[config.mk]
export PLATFORM = sky130hd
export DESIGN_NAME = synth_latch_control
export DESIGN_NICKNAME = d
export VERILOG_FILES = /design/src/synth_latch_pkg.sv /design/src/edge_detect.sv /design/src/synth_latch_control.sv
export SDC_FILE = /design/constraint.sdc
export NUM_CORES = 1
export LEC_CHECK = 0
export ABC_AREA = 1
export BUFFER_PORTS_ARGS = -buffer_cell sky130_fd_sc_hd__buf_2
export CORE_MARGIN = 3
export CORE_UTILIZATION = 35
export DETAILED_ROUTE_END_ITERATION = 8
export SLEW_MARGIN = 40
export SYNTH_ARGS = -nofsm -noshare
export SYNTH_HDL_FRONTEND = slang
export SYNTH_SLANG_ARGS = --single-unit
[constraint.sdc]
create_clock -name I_CLK -period 1.1 [get_ports I_CLK]
set_input_delay 0.11 -clock I_CLK [delete_from_list [all_inputs] [get_ports I_CLK]]
set_output_delay 0.11 -clock I_CLK [all_outputs]
set_load 0.005 [all_outputs]
[src/synth_latch_pkg.sv]
/*
 * shared constants and carriers for the synthesizer latch block.
 * assumes a single 40 MHz clock domain and a synchronous active-high reset.
 */
package synth_latch_pkg;
   localparam int WORD_W = 24;
   localparam int CNT_W = 5;
   localparam logic [4:0] CNT_LAST = 5'h17;
   // latch-select codes in the two low word bits
   localparam logic [1:0] SEL_CONTROL = 2'h0;
   localparam logic [1:0] SEL_REFERENCE = 2'h1;
   localparam logic [1:0] SEL_FEEDBACK = 2'h2;
   localparam logic [1:0] SEL_TEST = 2'h3;
   // control latch field positions
   localparam int CL_PRESCALER_LSB = 22;
   localparam int CL_PD_HI = 21;
   localparam int CL_PD_LO = 20;
   localparam int CL_CUR_TWO_LSB = 17;
   localparam int CL_CUR_ONE_LSB = 14;
   localparam int CL_POWER_LSB = 12;
   localparam int CL_MUTE = 11;
   localparam int CL_GAIN = 10;
   localparam int CL_FLOAT = 9;
   localparam int CL_POLARITY = 8;
   localparam int CL_MUX_LSB = 5;
   localparam int CL_CLEAR = 4;
   localparam int CL_CORE_LSB = 2;
   // feedback latch field positions
   localparam int NL_HALVED_SEL = 23;
   localparam int NL_HALVE = 22;
   localparam int NL_GAIN = 21;
   localparam int NL_MAIN_LSB = 8;
   localparam int NL_SWALLOW_LSB = 2;
   // reference latch field positions
   localparam int RL_BAND_LSB = 20;
   localparam int RL_TEST = 19;
   localparam int RL_LOCK_PREC = 18;
   localparam int RL_PULSE_LSB = 16;
   localparam int RL_DIVIDE_LSB = 2;
   localparam logic [23:0] LATCH_RESET = 24'h000000;
   // synchronous power-down waits for this many reference edges
   localparam logic [1:0] SYNC_PD_EDGES = 2'h2;
   // prescaler modulus codes
   localparam logic [1:0] PRESC_8 = 2'h0;
   localparam logic [1:0] PRESC_16 = 2'h1;
   localparam logic [1:0] PRESC_32 = 2'h2;
   // 3-wire serial port sample
   typedef struct packed {
      logic clk;
      logic data;
      logic strobe;
   } serial_t;
   // decoded control settings
   typedef struct packed {
      logic [1:0] prescaler;
      logic [2:0] current_one;
      logic [2:0] current_two;
      logic [2:0] active_current;
      logic [1:0] output_power;
      logic mute_until_lock;
      logic pump_float;
      logic detector_polarity;
      logic [2:0] monitor_sel;
      logic counter_clear;
      logic [1:0] core_current;
   } control_t;
   // decoded feedback and reference settings
   typedef struct packed {
      logic halved_feedback_select;
      logic output_halve;
      logic [12:0] main_count;
      logic [4:0] swallow_count;
      logic [13:0] ref_divide;
      logic [1:0] pulse_width;
      logic lock_precision;
      logic test_latch_enable;
      logic [1:0] band_clock_div;
   } divider_t;
   typedef enum logic [2:0] {
      PD_RUN = 3'h1,
      PD_WAIT = 3'h2,
      PD_DOWN = 3'h4
   } pd_state_t;
endpackage : synth_latch_pkg

[src/edge_detect.sv]
/*
 * rising-edge detector for a synchronous input level.
 * assumes the input is already synchronous to the clock.
 */
`timescale 1ns/100ps
`default_nettype none
module edge_detect (
   input wire logic i_clk,
   input wire logic i_reset,
   input wire logic i_level,
   output logic o_rise
);
   logic last;

   // remember the previous sample
   always_ff @(posedge i_clk) begin
      if (i_reset) begin
         last <= 1'b0;
      end else begin
         last <= i_level;
      end
   end

   assign o_rise = i_level & ~last;
endmodule : edge_detect
`default_nettype wire

[src/synth_latch_control.sv]
/*
 * serial-loaded configuration latches of an integer-N synthesizer,
 * with field decode and power-down sequencing.
 * assumes serial clock, data, load strobe and reference divider output
 * are synchronous samples at 40 MHz, far slower edges than the clock.
 */
// What this block does
// 24-bit word shifted msb first, latched on strobe
// two low bits choose one of four latches
// select 00 writes the control latch
// select 10 writes the feedback counter latch
// select 01 writes the reference counter latch
// host writes reference, control, then feedback
// top control bits pick prescaler modulus
// power-down bits pick normal, async, sync
// async power-down takes effect immediately
// sync power-down on second reference edge
// power-down clears counters, floats pump, resets lock
// serial port keeps working while powered down
// two 3-bit pump current codes, eight steps
// 2-bit field selects output power level
// mute output until digital lock
// gain bit selects current setting two
// float bit three-states the charge pump
// polarity bit sets detector sense
// other latches unchanged by a load
`timescale 1ns/100ps
`default_nettype none
module synth_latch_control (
   input wire logic I_CLK,
   input wire logic I_RESET,
   input wire logic I_SERIAL_CLK,
   input wire logic I_SERIAL_DATA,
   input wire logic I_LOAD_STROBE,
   input wire logic I_REF_DIV_OUT,
   input wire logic I_LOCK_DETECT,
   output logic [1:0] O_PRESCALER,
   output logic [2:0] O_PUMP_CURRENT,
   output logic [1:0] O_OUTPUT_POWER,
   output logic O_RF_ENABLE,
   output logic O_PUMP_FLOAT,
   output logic O_DETECTOR_POLARITY,
   output logic [2:0] O_MONITOR_SEL,
   output logic [1:0] O_CORE_CURRENT,
   output logic O_COUNTER_LOAD,
   output logic O_LOCK_RESET,
   output logic O_REF_BUFFER_ENABLE,
   output logic O_POWERED_DOWN,
   output logic [12:0] O_MAIN_COUNT,
   output logic [4:0] O_SWALLOW_COUNT,
   output logic [13:0] O_REF_DIVIDE,
   output logic O_OUTPUT_HALVE,
   output logic O_HALVED_FEEDBACK_SELECT,
   output logic [1:0] O_PULSE_WIDTH,
   output logic O_LOCK_PRECISION,
   output logic O_TEST_LATCH_ENABLE,
   output logic [1:0] O_BAND_CLOCK_DIV,
   output logic O_FEEDBACK_UPDATED
);
   synth_latch_pkg::serial_t port;
   logic [23:0] shift;
   logic [23:0] main_control_latch;
   logic [23:0] feedback_counter_latch;
   logic [23:0] reference_counter_latch;
   logic [23:0] test_latch;
   logic gain_select;
   logic clk_rise;
   logic strobe_rise;
   logic ref_rise;
   logic [1:0] ref_edges;
   synth_latch_pkg::pd_state_t pd_state;
   synth_latch_pkg::pd_state_t next_pd_state;
   synth_latch_pkg::control_t ctl;
   synth_latch_pkg::divider_t div;

   assign port.clk = I_SERIAL_CLK;
   assign port.data = I_SERIAL_DATA;
   assign port.strobe = I_LOAD_STROBE;

   // edge finders for serial clock, strobe and reference output
   edge_detect u_clk_edge (
      .i_clk(I_CLK),
      .i_reset(I_RESET),
      .i_level(port.clk),
      .o_rise(clk_rise)
   );
   edge_detect u_strobe_edge (
      .i_clk(I_CLK),
      .i_reset(I_RESET),
      .i_level(port.strobe),
      .o_rise(strobe_rise)
   );
   edge_detect u_ref_edge (
      .i_clk(I_CLK),
      .i_reset(I_RESET),
      .i_level(I_REF_DIV_OUT),
      .o_rise(ref_rise)
   );

   // latch-select decode from the shifted word
   wire [1:0] select = shift[1:0];
   wire load_control = strobe_rise &
      (select == synth_latch_pkg::SEL_CONTROL);
   wire load_feedback = strobe_rise &
      (select == synth_latch_pkg::SEL_FEEDBACK);
   wire load_reference = strobe_rise &
      (select == synth_latch_pkg::SEL_REFERENCE);
   wire load_test = strobe_rise &
      (select == synth_latch_pkg::SEL_TEST);

   // power-down request decoded from the incoming control word
   wire pd_lo_new = shift[synth_latch_pkg::CL_PD_LO];
   wire pd_hi_new = shift[synth_latch_pkg::CL_PD_HI];
   wire async_req = load_control & pd_lo_new & ~pd_hi_new;
   wire sync_req = load_control & pd_lo_new & pd_hi_new;
   wire wake_req = load_control & ~pd_lo_new;

   // shift register, msb first; never gated by power-down
   always_ff @(posedge I_CLK) begin
      if (I_RESET) begin
         shift <= synth_latch_pkg::LATCH_RESET;
      end else if (clk_rise) begin
         shift <= {shift[22:0], port.data};
      end
   end

   // each latch updates only on its own select; others hold
   always_ff @(posedge I_CLK) begin
      if (I_RESET) begin
         main_control_latch <= synth_latch_pkg::LATCH_RESET;
         feedback_counter_latch <= synth_latch_pkg::LATCH_RESET;
         reference_counter_latch <= synth_latch_pkg::LATCH_RESET;
         test_latch <= synth_latch_pkg::LATCH_RESET;
      end else begin
         if (load_control) begin
            main_control_latch <= shift;
         end
         if (load_feedback) begin
            feedback_counter_latch <= shift;
         end
         if (load_reference) begin
            reference_counter_latch <= shift;
         end
         if (load_test) begin
            test_latch <= shift;
         end
      end
   end

   // gain bit shared by two latches: latest write wins
   always_ff @(posedge I_CLK) begin
      if (I_RESET) begin
         gain_select <= 1'b0;
      end else if (load_control) begin
         gain_select <= shift[synth_latch_pkg::CL_GAIN];
      end else if (load_feedback) begin
         gain_select <= shift[synth_latch_pkg::NL_GAIN];
      end
   end

   // power-down sequencing: async immediate, sync after two ref edges
   always_comb begin
      next_pd_state = pd_state;
      case (pd_state)
         synth_latch_pkg::PD_RUN: begin
            if (async_req) begin
               next_pd_state = synth_latch_pkg::PD_DOWN;
            end else if (sync_req) begin
               next_pd_state = synth_latch_pkg::PD_WAIT;
            end
         end
         synth_latch_pkg::PD_WAIT: begin
            if (wake_req) begin
               next_pd_state = synth_latch_pkg::PD_RUN;
            end else if (async_req) begin
               next_pd_state = synth_latch_pkg::PD_DOWN;
            end else if (ref_rise &&
               ref_edges == synth_latch_pkg::SYNC_PD_EDGES - 2'h1) begin
               next_pd_state = synth_latch_pkg::PD_DOWN;
            end
         end
         synth_latch_pkg::PD_DOWN: begin
            if (wake_req) begin
               next_pd_state = synth_latch_pkg::PD_RUN;
            end
         end
         default: begin
            next_pd_state = synth_latch_pkg::PD_RUN;
         end
      endcase
   end

   // state register and reference edge count since the strobe
   always_ff @(posedge I_CLK) begin
      if (I_RESET) begin
         pd_state <= synth_latch_pkg::PD_RUN;
         ref_edges <= 2'h0;
      end else begin
         pd_state <= next_pd_state;
         if (sync_req) begin
            ref_edges <= 2'h0;
         end else if (pd_state == synth_latch_pkg::PD_WAIT && ref_rise) begin
            ref_edges <= 2'(ref_edges + 2'h1);
         end
      end
   end

   wire down = (pd_state == synth_latch_pkg::PD_DOWN);

   // control field decode, straight from the stored latch
   wire [1:0] presc_code =
      main_control_latch[synth_latch_pkg::CL_PRESCALER_LSB +: 2];
   assign ctl.prescaler =
      (presc_code == synth_latch_pkg::PRESC_8) ?
      synth_latch_pkg::PRESC_8 :
      (presc_code == synth_latch_pkg::PRESC_16) ?
      synth_latch_pkg::PRESC_16 : synth_latch_pkg::PRESC_32;
   assign ctl.current_one =
      main_control_latch[synth_latch_pkg::CL_CUR_ONE_LSB +: 3];
   assign ctl.current_two =
      main_control_latch[synth_latch_pkg::CL_CUR_TWO_LSB +: 3];
   assign ctl.active_current = gain_select ?
      ctl.current_two : ctl.current_one;
   assign ctl.output_power =
      main_control_latch[synth_latch_pkg::CL_POWER_LSB +: 2];
   assign ctl.mute_until_lock =
      main_control_latch[synth_latch_pkg::CL_MUTE];
   assign ctl.pump_float =
      main_control_latch[synth_latch_pkg::CL_FLOAT];
   assign ctl.detector_polarity =
      main_control_latch[synth_latch_pkg::CL_POLARITY];
   assign ctl.monitor_sel =
      main_control_latch[synth_latch_pkg::CL_MUX_LSB +: 3];
   assign ctl.counter_clear = main_control_latch[synth_latch_pkg::CL_CLEAR];
   assign ctl.core_current =
      main_control_latch[synth_latch_pkg::CL_CORE_LSB +: 2];

   // feedback and reference field decode
   assign div.halved_feedback_select =
      feedback_counter_latch[synth_latch_pkg::NL_HALVED_SEL];
   assign div.output_halve =
      feedback_counter_latch[synth_latch_pkg::NL_HALVE];
   assign div.main_count =
      feedback_counter_latch[synth_latch_pkg::NL_MAIN_LSB +: 13];
   assign div.swallow_count =
      feedback_counter_latch[synth_latch_pkg::NL_SWALLOW_LSB +: 5];
   assign div.ref_divide =
      reference_counter_latch[synth_latch_pkg::RL_DIVIDE_LSB +: 14];
   assign div.pulse_width =
      reference_counter_latch[synth_latch_pkg::RL_PULSE_LSB +: 2];
   assign div.lock_precision =
      reference_counter_latch[synth_latch_pkg::RL_LOCK_PREC];
   assign div.test_latch_enable =
      reference_counter_latch[synth_latch_pkg::RL_TEST];
   assign div.band_clock_div =
      reference_counter_latch[synth_latch_pkg::RL_BAND_LSB +: 2];

   // registered outputs; power-down overrides pump, counters, lock
   always_ff @(posedge I_CLK) begin
      if (I_RESET) begin
         O_PRESCALER <= 2'h0;
         O_PUMP_CURRENT <= 3'h0;
         O_OUTPUT_POWER <= 2'h0;
         O_RF_ENABLE <= 1'b0;
         O_PUMP_FLOAT <= 1'b1;
         O_DETECTOR_POLARITY <= 1'b0;
         O_MONITOR_SEL <= 3'h0;
         O_CORE_CURRENT <= 2'h0;
         O_COUNTER_LOAD <= 1'b1;
         O_LOCK_RESET <= 1'b1;
         O_REF_BUFFER_ENABLE <= 1'b0;
         O_POWERED_DOWN <= 1'b0;
         O_FEEDBACK_UPDATED <= 1'b0;
      end else begin
         O_PRESCALER <= ctl.prescaler;
         O_PUMP_CURRENT <= ctl.active_current;
         O_OUTPUT_POWER <= ctl.output_power;
         O_RF_ENABLE <= ~down &
            (~ctl.mute_until_lock | I_LOCK_DETECT);
         O_PUMP_FLOAT <= ctl.pump_float | down;
         O_DETECTOR_POLARITY <= ctl.detector_polarity;
         O_MONITOR_SEL <= ctl.monitor_sel;
         O_CORE_CURRENT <= ctl.core_current;
         O_COUNTER_LOAD <= ctl.counter_clear | down;
         O_LOCK_RESET <= down;
         O_REF_BUFFER_ENABLE <= ~down;
         O_POWERED_DOWN <= down;
         O_FEEDBACK_UPDATED <= load_feedback;
      end
   end

   // counter settings pass through a register stage
   always_ff @(posedge I_CLK) begin
      if (I_RESET) begin
         O_MAIN_COUNT <= 13'h0000;
         O_SWALLOW_COUNT <= 5'h00;
         O_REF_DIVIDE <= 14'h0000;
         O_OUTPUT_HALVE <= 1'b0;
         O_HALVED_FEEDBACK_SELECT <= 1'b0;
         O_PULSE_WIDTH <= 2'h0;
         O_LOCK_PRECISION <= 1'b0;
         O_TEST_LATCH_ENABLE <= 1'b0;
         O_BAND_CLOCK_DIV <= 2'h0;
      end else begin
         O_MAIN_COUNT <= div.main_count;
         O_SWALLOW_COUNT <= div.swallow_count;
         O_REF_DIVIDE <= div.ref_divide;
         O_OUTPUT_HALVE <= div.output_halve;
         O_HALVED_FEEDBACK_SELECT <= div.halved_feedback_select;
         O_PULSE_WIDTH <= div.pulse_width;
         O_LOCK_PRECISION <= div.lock_precision;
         O_TEST_LATCH_ENABLE <= div.test_latch_enable;
         O_BAND_CLOCK_DIV <= div.band_clock_div;
      end
   end
endmodule : synth_latch_control
`default_nettype wire

=== Yosys cells after proc, flatten, opt, wreduce, memory -nomap -nowiden ===
Cells that the tools add are included.

* Add/subtract/negate cells: 1
* Equal/unequal tests: 10
* Reductions and logical operators: 8
* Multiplexer cells: 11
* Bitwise gates (word level): 21

{| class="wikitable"
|+ Operators by type and width
! cell !! count
|-
| 3-bit two-way mux || 7
|-
| 1-bit bitwise AND || 11
|-
| 3-bit case mux with 3 select lines || 1
|-
| 1-bit inverter || 7
|-
| 2-bit by 1-bit == test with 1-bit output, second input constant || 3
|-
| 2-bit logical NOT || 2
|-
| 4-bit inequality test, second input constant || 1
|-
| 2-bit OR reduction || 2
|-
| 3-bit by 1-bit == test with 1-bit output, second input constant || 1
|-
| 3-bit by 2-bit == test with 1-bit output, second input constant || 1
|-
| 3-bit == test, second input constant || 1
|-
| 3-bit inequality test, second input constant || 1
|-
| 1-bit bitwise OR || 3
|-
| 3-bit AND reduction || 1
|-
| 2-bit by 1-bit adder with 2-bit output, second input constant || 1
|-
| 2-bit == test, second input constant || 1
|-
| 1-bit logical AND || 2
|-
| 1-bit two-way mux || 2
|-
| 2-bit two-way mux || 1
|-
| 2-bit inequality test, second input constant || 1
|-
| 2-bit nonzero test || 1
|}

* Logic and storage cells: 83
* Output and inout port bits: 60
* Input port bits: 7
* Flip-flop bits (word level): 163

=== Longest topological paths before layout ===
* Word-level depth: 8
* Gate-level depth with buffers: 10
* Depth with buffers taken out: 10

=== Hierarchy ===
From an unflattened synthesis, not the netlist that was laid out.

* Cells, all modules: 541
* Area, all modules: 4849.7 µm²

{| class="wikitable"
|+ By module, submodules not included
! module !! instances !! seq. area each (µm²) !! cells an instance !! area an instance (µm²)
|-
| synth_latch_control || 1 || 2982.9 || 529 || 4755.8
|-
| edge_detect || 3 || 20.0 || 4 || 31.3
|}

=== Worst setup path before layout ===
OpenSTA, ideal clock, no wires.

* Path type: reg2reg
* Start point: reg shift[0]
* End point: reg pd_state[2]
* Data arrival time: 1003 ps
* Stages on the path, launching flop included: 10
* Setup time: 113 ps
* Period minus slack after synthesis: 1116 ps
* Required time: 987 ps
* Path slack: -16 ps
* Buffers on the path: 1
* Cells stage by stage: dfxtp_1 > nor2_4 > inv_2 > nor2_4 > buf_6 > o21ai_2 > nand2_2 > nand2_2 > nor2_1 > nor2_1

* Word-level cells in the longest chain between the ends: 7
* Elaborated cells between the ends (all ways): 14
* Classes of those cells: 3 x eq/ne; 4 x mux; 5 x bitwise; 2 x reduce/logical

{| class="wikitable"
|+ RTL lines
! item !! RTL line !! text
|-
| start: declaration || synth_latch_control.sv:61 || <nowiki>logic [23:0] shift;</nowiki>
|-
| start signal: assignment || synth_latch_control.sv:121 || <nowiki>shift <= synth_latch_pkg::LATCH_RESET;</nowiki>
|-
| start signal: assignment || synth_latch_control.sv:123 || <nowiki>shift <= {shift[22:0], port.data};</nowiki>
|-
| 2-bit logical NOT (*) || synth_latch_control.sv:103 || <nowiki>(select == synth_latch_pkg::SEL_CONTROL);</nowiki>
|-
| 1-bit bitwise AND (*) || synth_latch_control.sv:102 || <nowiki>wire load_control = strobe_rise &</nowiki>
|-
| 1-bit bitwise AND || synth_latch_control.sv:114, synth_latch_control.sv:115 ||
|-
| 1-bit bitwise AND || synth_latch_control.sv:114 || <nowiki>wire async_req = load_control & pd_lo_new & ~pd_hi_new;</nowiki>
|-
| 3-bit two-way mux || synth_latch_control.sv:175 || <nowiki>end else if (async_req) begin</nowiki>
|-
| 3-bit two-way mux || synth_latch_control.sv:173 || <nowiki>if (wake_req) begin</nowiki>
|-
| 3-bit case mux with 3 select lines || synth_latch_control.sv:164 || <nowiki>case (pd_state)</nowiki>
|-
| end signal: assignment || synth_latch_control.sv:196 || <nowiki>pd_state <= synth_latch_pkg::PD_RUN;</nowiki>
|-
| end signal: assignment || synth_latch_control.sv:199 || <nowiki>pd_state <= next_pd_state;</nowiki>
|-
| end: declaration || synth_latch_control.sv:71 || <nowiki>synth_latch_pkg::pd_state_t pd_state;</nowiki>
|}

Mark *: on every way between the ends. The rest lies on a longest branch, timed or not.
A chain may end at the register's enable or synchronous reset.

=== Final worst setup path ===
* Start point: reg shift[1]
* End point: reg pd_state[2]

The elaborated chain is that of the path after synthesis.

==> out/qor.csv <==
stage;metric;value;unit
synth;FF+latch count, synth;152;
synth;Compound-Gate Fraction of Synth Area;15.4;%
final_layout;ant diodes;0;
floorplanning;Core Box Area;0.0134;mm^2
synth;Synth Area per Inst;8.99;um^2
sta;Final setup viols;61;
final_layout;fillers;1213;
place;DP Wirelength;6.99;mm
clock_network;cts bufs inserted;17;
floorplanning;DIE HEIGHT;124;um
setup_path;Critical Path End Type;register;
setup_path;Worst Path Arrival;1600;ps
clock_network;Clock Path Buffers;2;
sta;max_slew headroom;78.5;%
outcome;failing checks;negative setup slack;
sta;clock skew;9.04;ps
floorplanning;Std-Cell Rows;42;
synth;post-synthesis mux area share;0;%
synth;Yosys warning total;0;
synth;main combinational cell family by area after synthesis;compound AO/OA/AOI/OAI gates;
synth;post-synthesis cell type count;27;
global_routing;largest net degree at the start of global routing;72;
routing;DR vias;3831;
final_layout;Final nets;649;
global_routing;gr usage total;15.3;%
synth;Synth Area in XOR/XNOR;0.181;%
sta;period utilisation layout;113;%
global_routing;gr ovfl total;0;
power;P_int;10.2;mW
power;Logic pwr share;10.7;%
run;max_cap viols;0;
routing;wire per inst;13.5;um
clock_network;CTS root buf;clkbuf_16;
synth;syn_nets;547;
sta;Max Slew Vio Count;0;
place;dpl cells;782;
clock_network;clock transition at the registers of the reported paths;60;ps
global_routing;vias in the first global route;3771;
synth;Post-Synth Adder-Cell Area;0.258;%
routing;routed wire length;11.2;mm
synth;mapped cell area;0.00484;mm^2
clock_network;H-tree levels;4;
place;routability cong.;0.944;
floorplanning;Starting Density;36.1;%
sta;Final Hold Slack;13.4;ps
min_path;Hold Path Class;in2reg;
power;Peak VDD IR;1.02;mV
sta;Final WS setup;-143;ps
routing;# DRC;0;
sta;Final Hold Fails;0;
setup_path;critical path class;reg2reg;
synth;Synth Area in Simple Gates;12.7;%
synth;sequential area share after synthesis;62.8;%
routing;Starting DRT DRC Count;180;
setup_path;CP Launch Type;register;
routing;Routed Antenna Nets;0;
power;clock share of power;44.2;%
power;Power Dens Cells;2010;mW/mm^2
final_layout;area delta synth->final;38.1;%
synth;gate count of the mapped netlist;539;
floorplanning;IO Count;67;
routing;First-pass DRT Iterations;5;
power;sw frac;24.6;%
floorplanning;die width;124;um
final_layout;final core occ;49.9;%
final_layout;share of post-route cells with drive strength above 1;33.3;%
global_routing;initial antenna violation count;0;
clock_network;worst-skew pair later-pin latency;420;ps
routing;vias per cell;4.62;
power;sequential power share;45.2;%
sta;min cycle time layout;1240;ps
outcome;status;finished, violations left;
sta;slew of the pin with the lowest slew margin;323;ps
setup_path;crit path max fanout;2;
final_layout;final cell count without fillers;830;
power;Static Leakage;2.93;nW
global_routing;global-route wire length before repair;18.1;mm
clock_network;CTS tree;yes;
power;Psw;3.30;mW
place;Port Buffers;66;
sta;RSZ-0062 raised after global routing;yes;
floorplanning;Die ar.;0.0153;mm^2
clock_network;CTS Sinks;152;
setup_path;Critical Path RT;1450;ps
sta;maximum clock rate;805;MHz
[cells by family (layout without fill, tap and decap cells)]
kind of cell / after synthesis / count (layout)
xor+xnor: 1 / 1
flops: 152 / 152
fa+ha+maj: 1 / 1
compound gates: 132 / 132
simple gates: 150 / 150
buf+inv: 103 / 218
[cell usage in the layout, fill, tap and decap left out, types with 3 or more instances in the layout]
cell	synthesis	layout
inv_2	2	5
o22a_1	20	20
o21ai_0	65	33
nor2_2	3	5
buf_2	11	65
buf_8	0	3
nand2_2	2	4
inv_6	0	3
nand2_1	15	12
buf_12	0	5
dfxtp_2	0	3
clkbuf_16	0	18
dfxtp_1	152	147
o21ai_2	1	22
buf_6	1	9
nor2_1	116	112
o21ai_1	4	14
clkinvlp_4	0	3
a21oi_1	40	21
inv_4	0	4
inv_1	72	65
a21oi_2	0	18
nor2_4	2	4
bufinv_16	0	3
nand3_2	1	4
buf_4	3	24
[routing by layer]
layer  part of all wire, %  global-route usage [%]  vias up
met5                     0                       0        -
met4                   1.6                    7.40        0
met3                   5.3                    3.54       12
met2                    48                    24.5      108
met1                    45                    19.5     1784
li1                      -                       -     1927
[worst max-delay path: stages (launching register included)]
cell	delay, ps
dfxtp_2	340
nor2_4	130
buf_6	120
nand3_2	110
nand2_2	110
nand2_2	70
inv_2	60
nand2_2	60
nand2_1	60
nand2_1	40
nor2_1	80
[state kept, by name, summed over array words and instances, names as in the netlist, 5 cells and up]
name and flops:
shift 24, feedback_counter_latch 20, reference_counter_latch 20, main_control_latch 19, O_REF_DIVIDE 14, O_MAIN_COUNT 13, O_SWALLOW_COUNT 5
[cell usage after synthesis]
master,count,area share [%]
nand4_1,1,0.13
nor2_2,3,0.39
o211ai_1,2,0.31
nor2_1,116,9.0
clkbuf_2,1,0.10
nor2_4,2,0.46
buf_2,11,1.1
xor2_1,1,0.18
a21oi_1,40,4.1
buf_4,3,0.46
nand3_2,1,0.21
o21ai_2,1,0.18
or2_1,1,0.13
clkbuf_1,13,1.0
o21ai_1,4,0.41
inv_1,72,5.6
nand2_2,2,0.26
nand2_1,15,1.2
dfxtp_1,152,63
nand3_1,6,0.62
nor3_1,2,0.21
ha_1,1,0.26
o21ai_0,65,6.7
inv_2,2,0.16
nor4_1,1,0.13
o22a_1,20,3.6
buf_6,1,0.23
[metrics by stage]
step           cell area, um^2  total power, mW  setup slack (ps)  TNS (ps)
2_1_floorplan             4850             6.75             -12.7     -99.2
3_3_place_gp              5520             7.15              -116     -3290
3_5_place_dp              5520             7.20              -189     -5000
4_1_cts                   6550             13.4             -96.8     -3530
5_1_grt                   6690             14.0              -203     -8330
6_report                  6690             13.5              -143     -4110
[timing repair]
item	4_1_cts	5_1_grt
buffers inserted	7	4
hold buffers	3	0
hold endpoints to repair	3	0
gates cloned	3	1
resized for setup	94	42
pin swaps	13	14
setup endpoints to repair	81	91
[worst paths after layout]
check	from	end	slack, ps	depth (start not counted)
max	shift[1]	pd_state[2]	-140	10
min	I_SERIAL_DATA	shift[0]	10	3
max reg2reg	shift[1]	pd_state[2]	-140	10
min reg2reg	feedback_counter_latch[15]	O_MAIN_COUNT[7]	420	2
[area by class of cell]
class / instances / area (um^2) / area share (%)
sequential: 152 / 3050 / 45.7
clock buffer: 20 / 447 / 6.68
tap: 176 / 220 / 3.29
inverter: 74 / 288 / 4.30
clock inverter: 12 / 164 / 2.45
timing repair buffer: 112 / 865 / 12.9
multi-input combinational: 284 / 1650 / 24.7
[power by group through the flow]
| stage | combinational (mW) | sequential, mW | clock, mW |
|---|---|---|---|
| 2_1_floorplan | 0.657 | 6.09 | 0 |
| 3_3_place_gp | 1.01 | 6.13 | 0 |
| 3_5_place_dp | 1.06 | 6.14 | 0 |
| 4_1_cts | 1.30 | 6.06 | 6.02 |
| 5_1_grt | 1.59 | 6.11 | 6.29 |
| 6_report | 1.43 | 6.08 | 5.94 |
(Power assumes the default switching activity.)
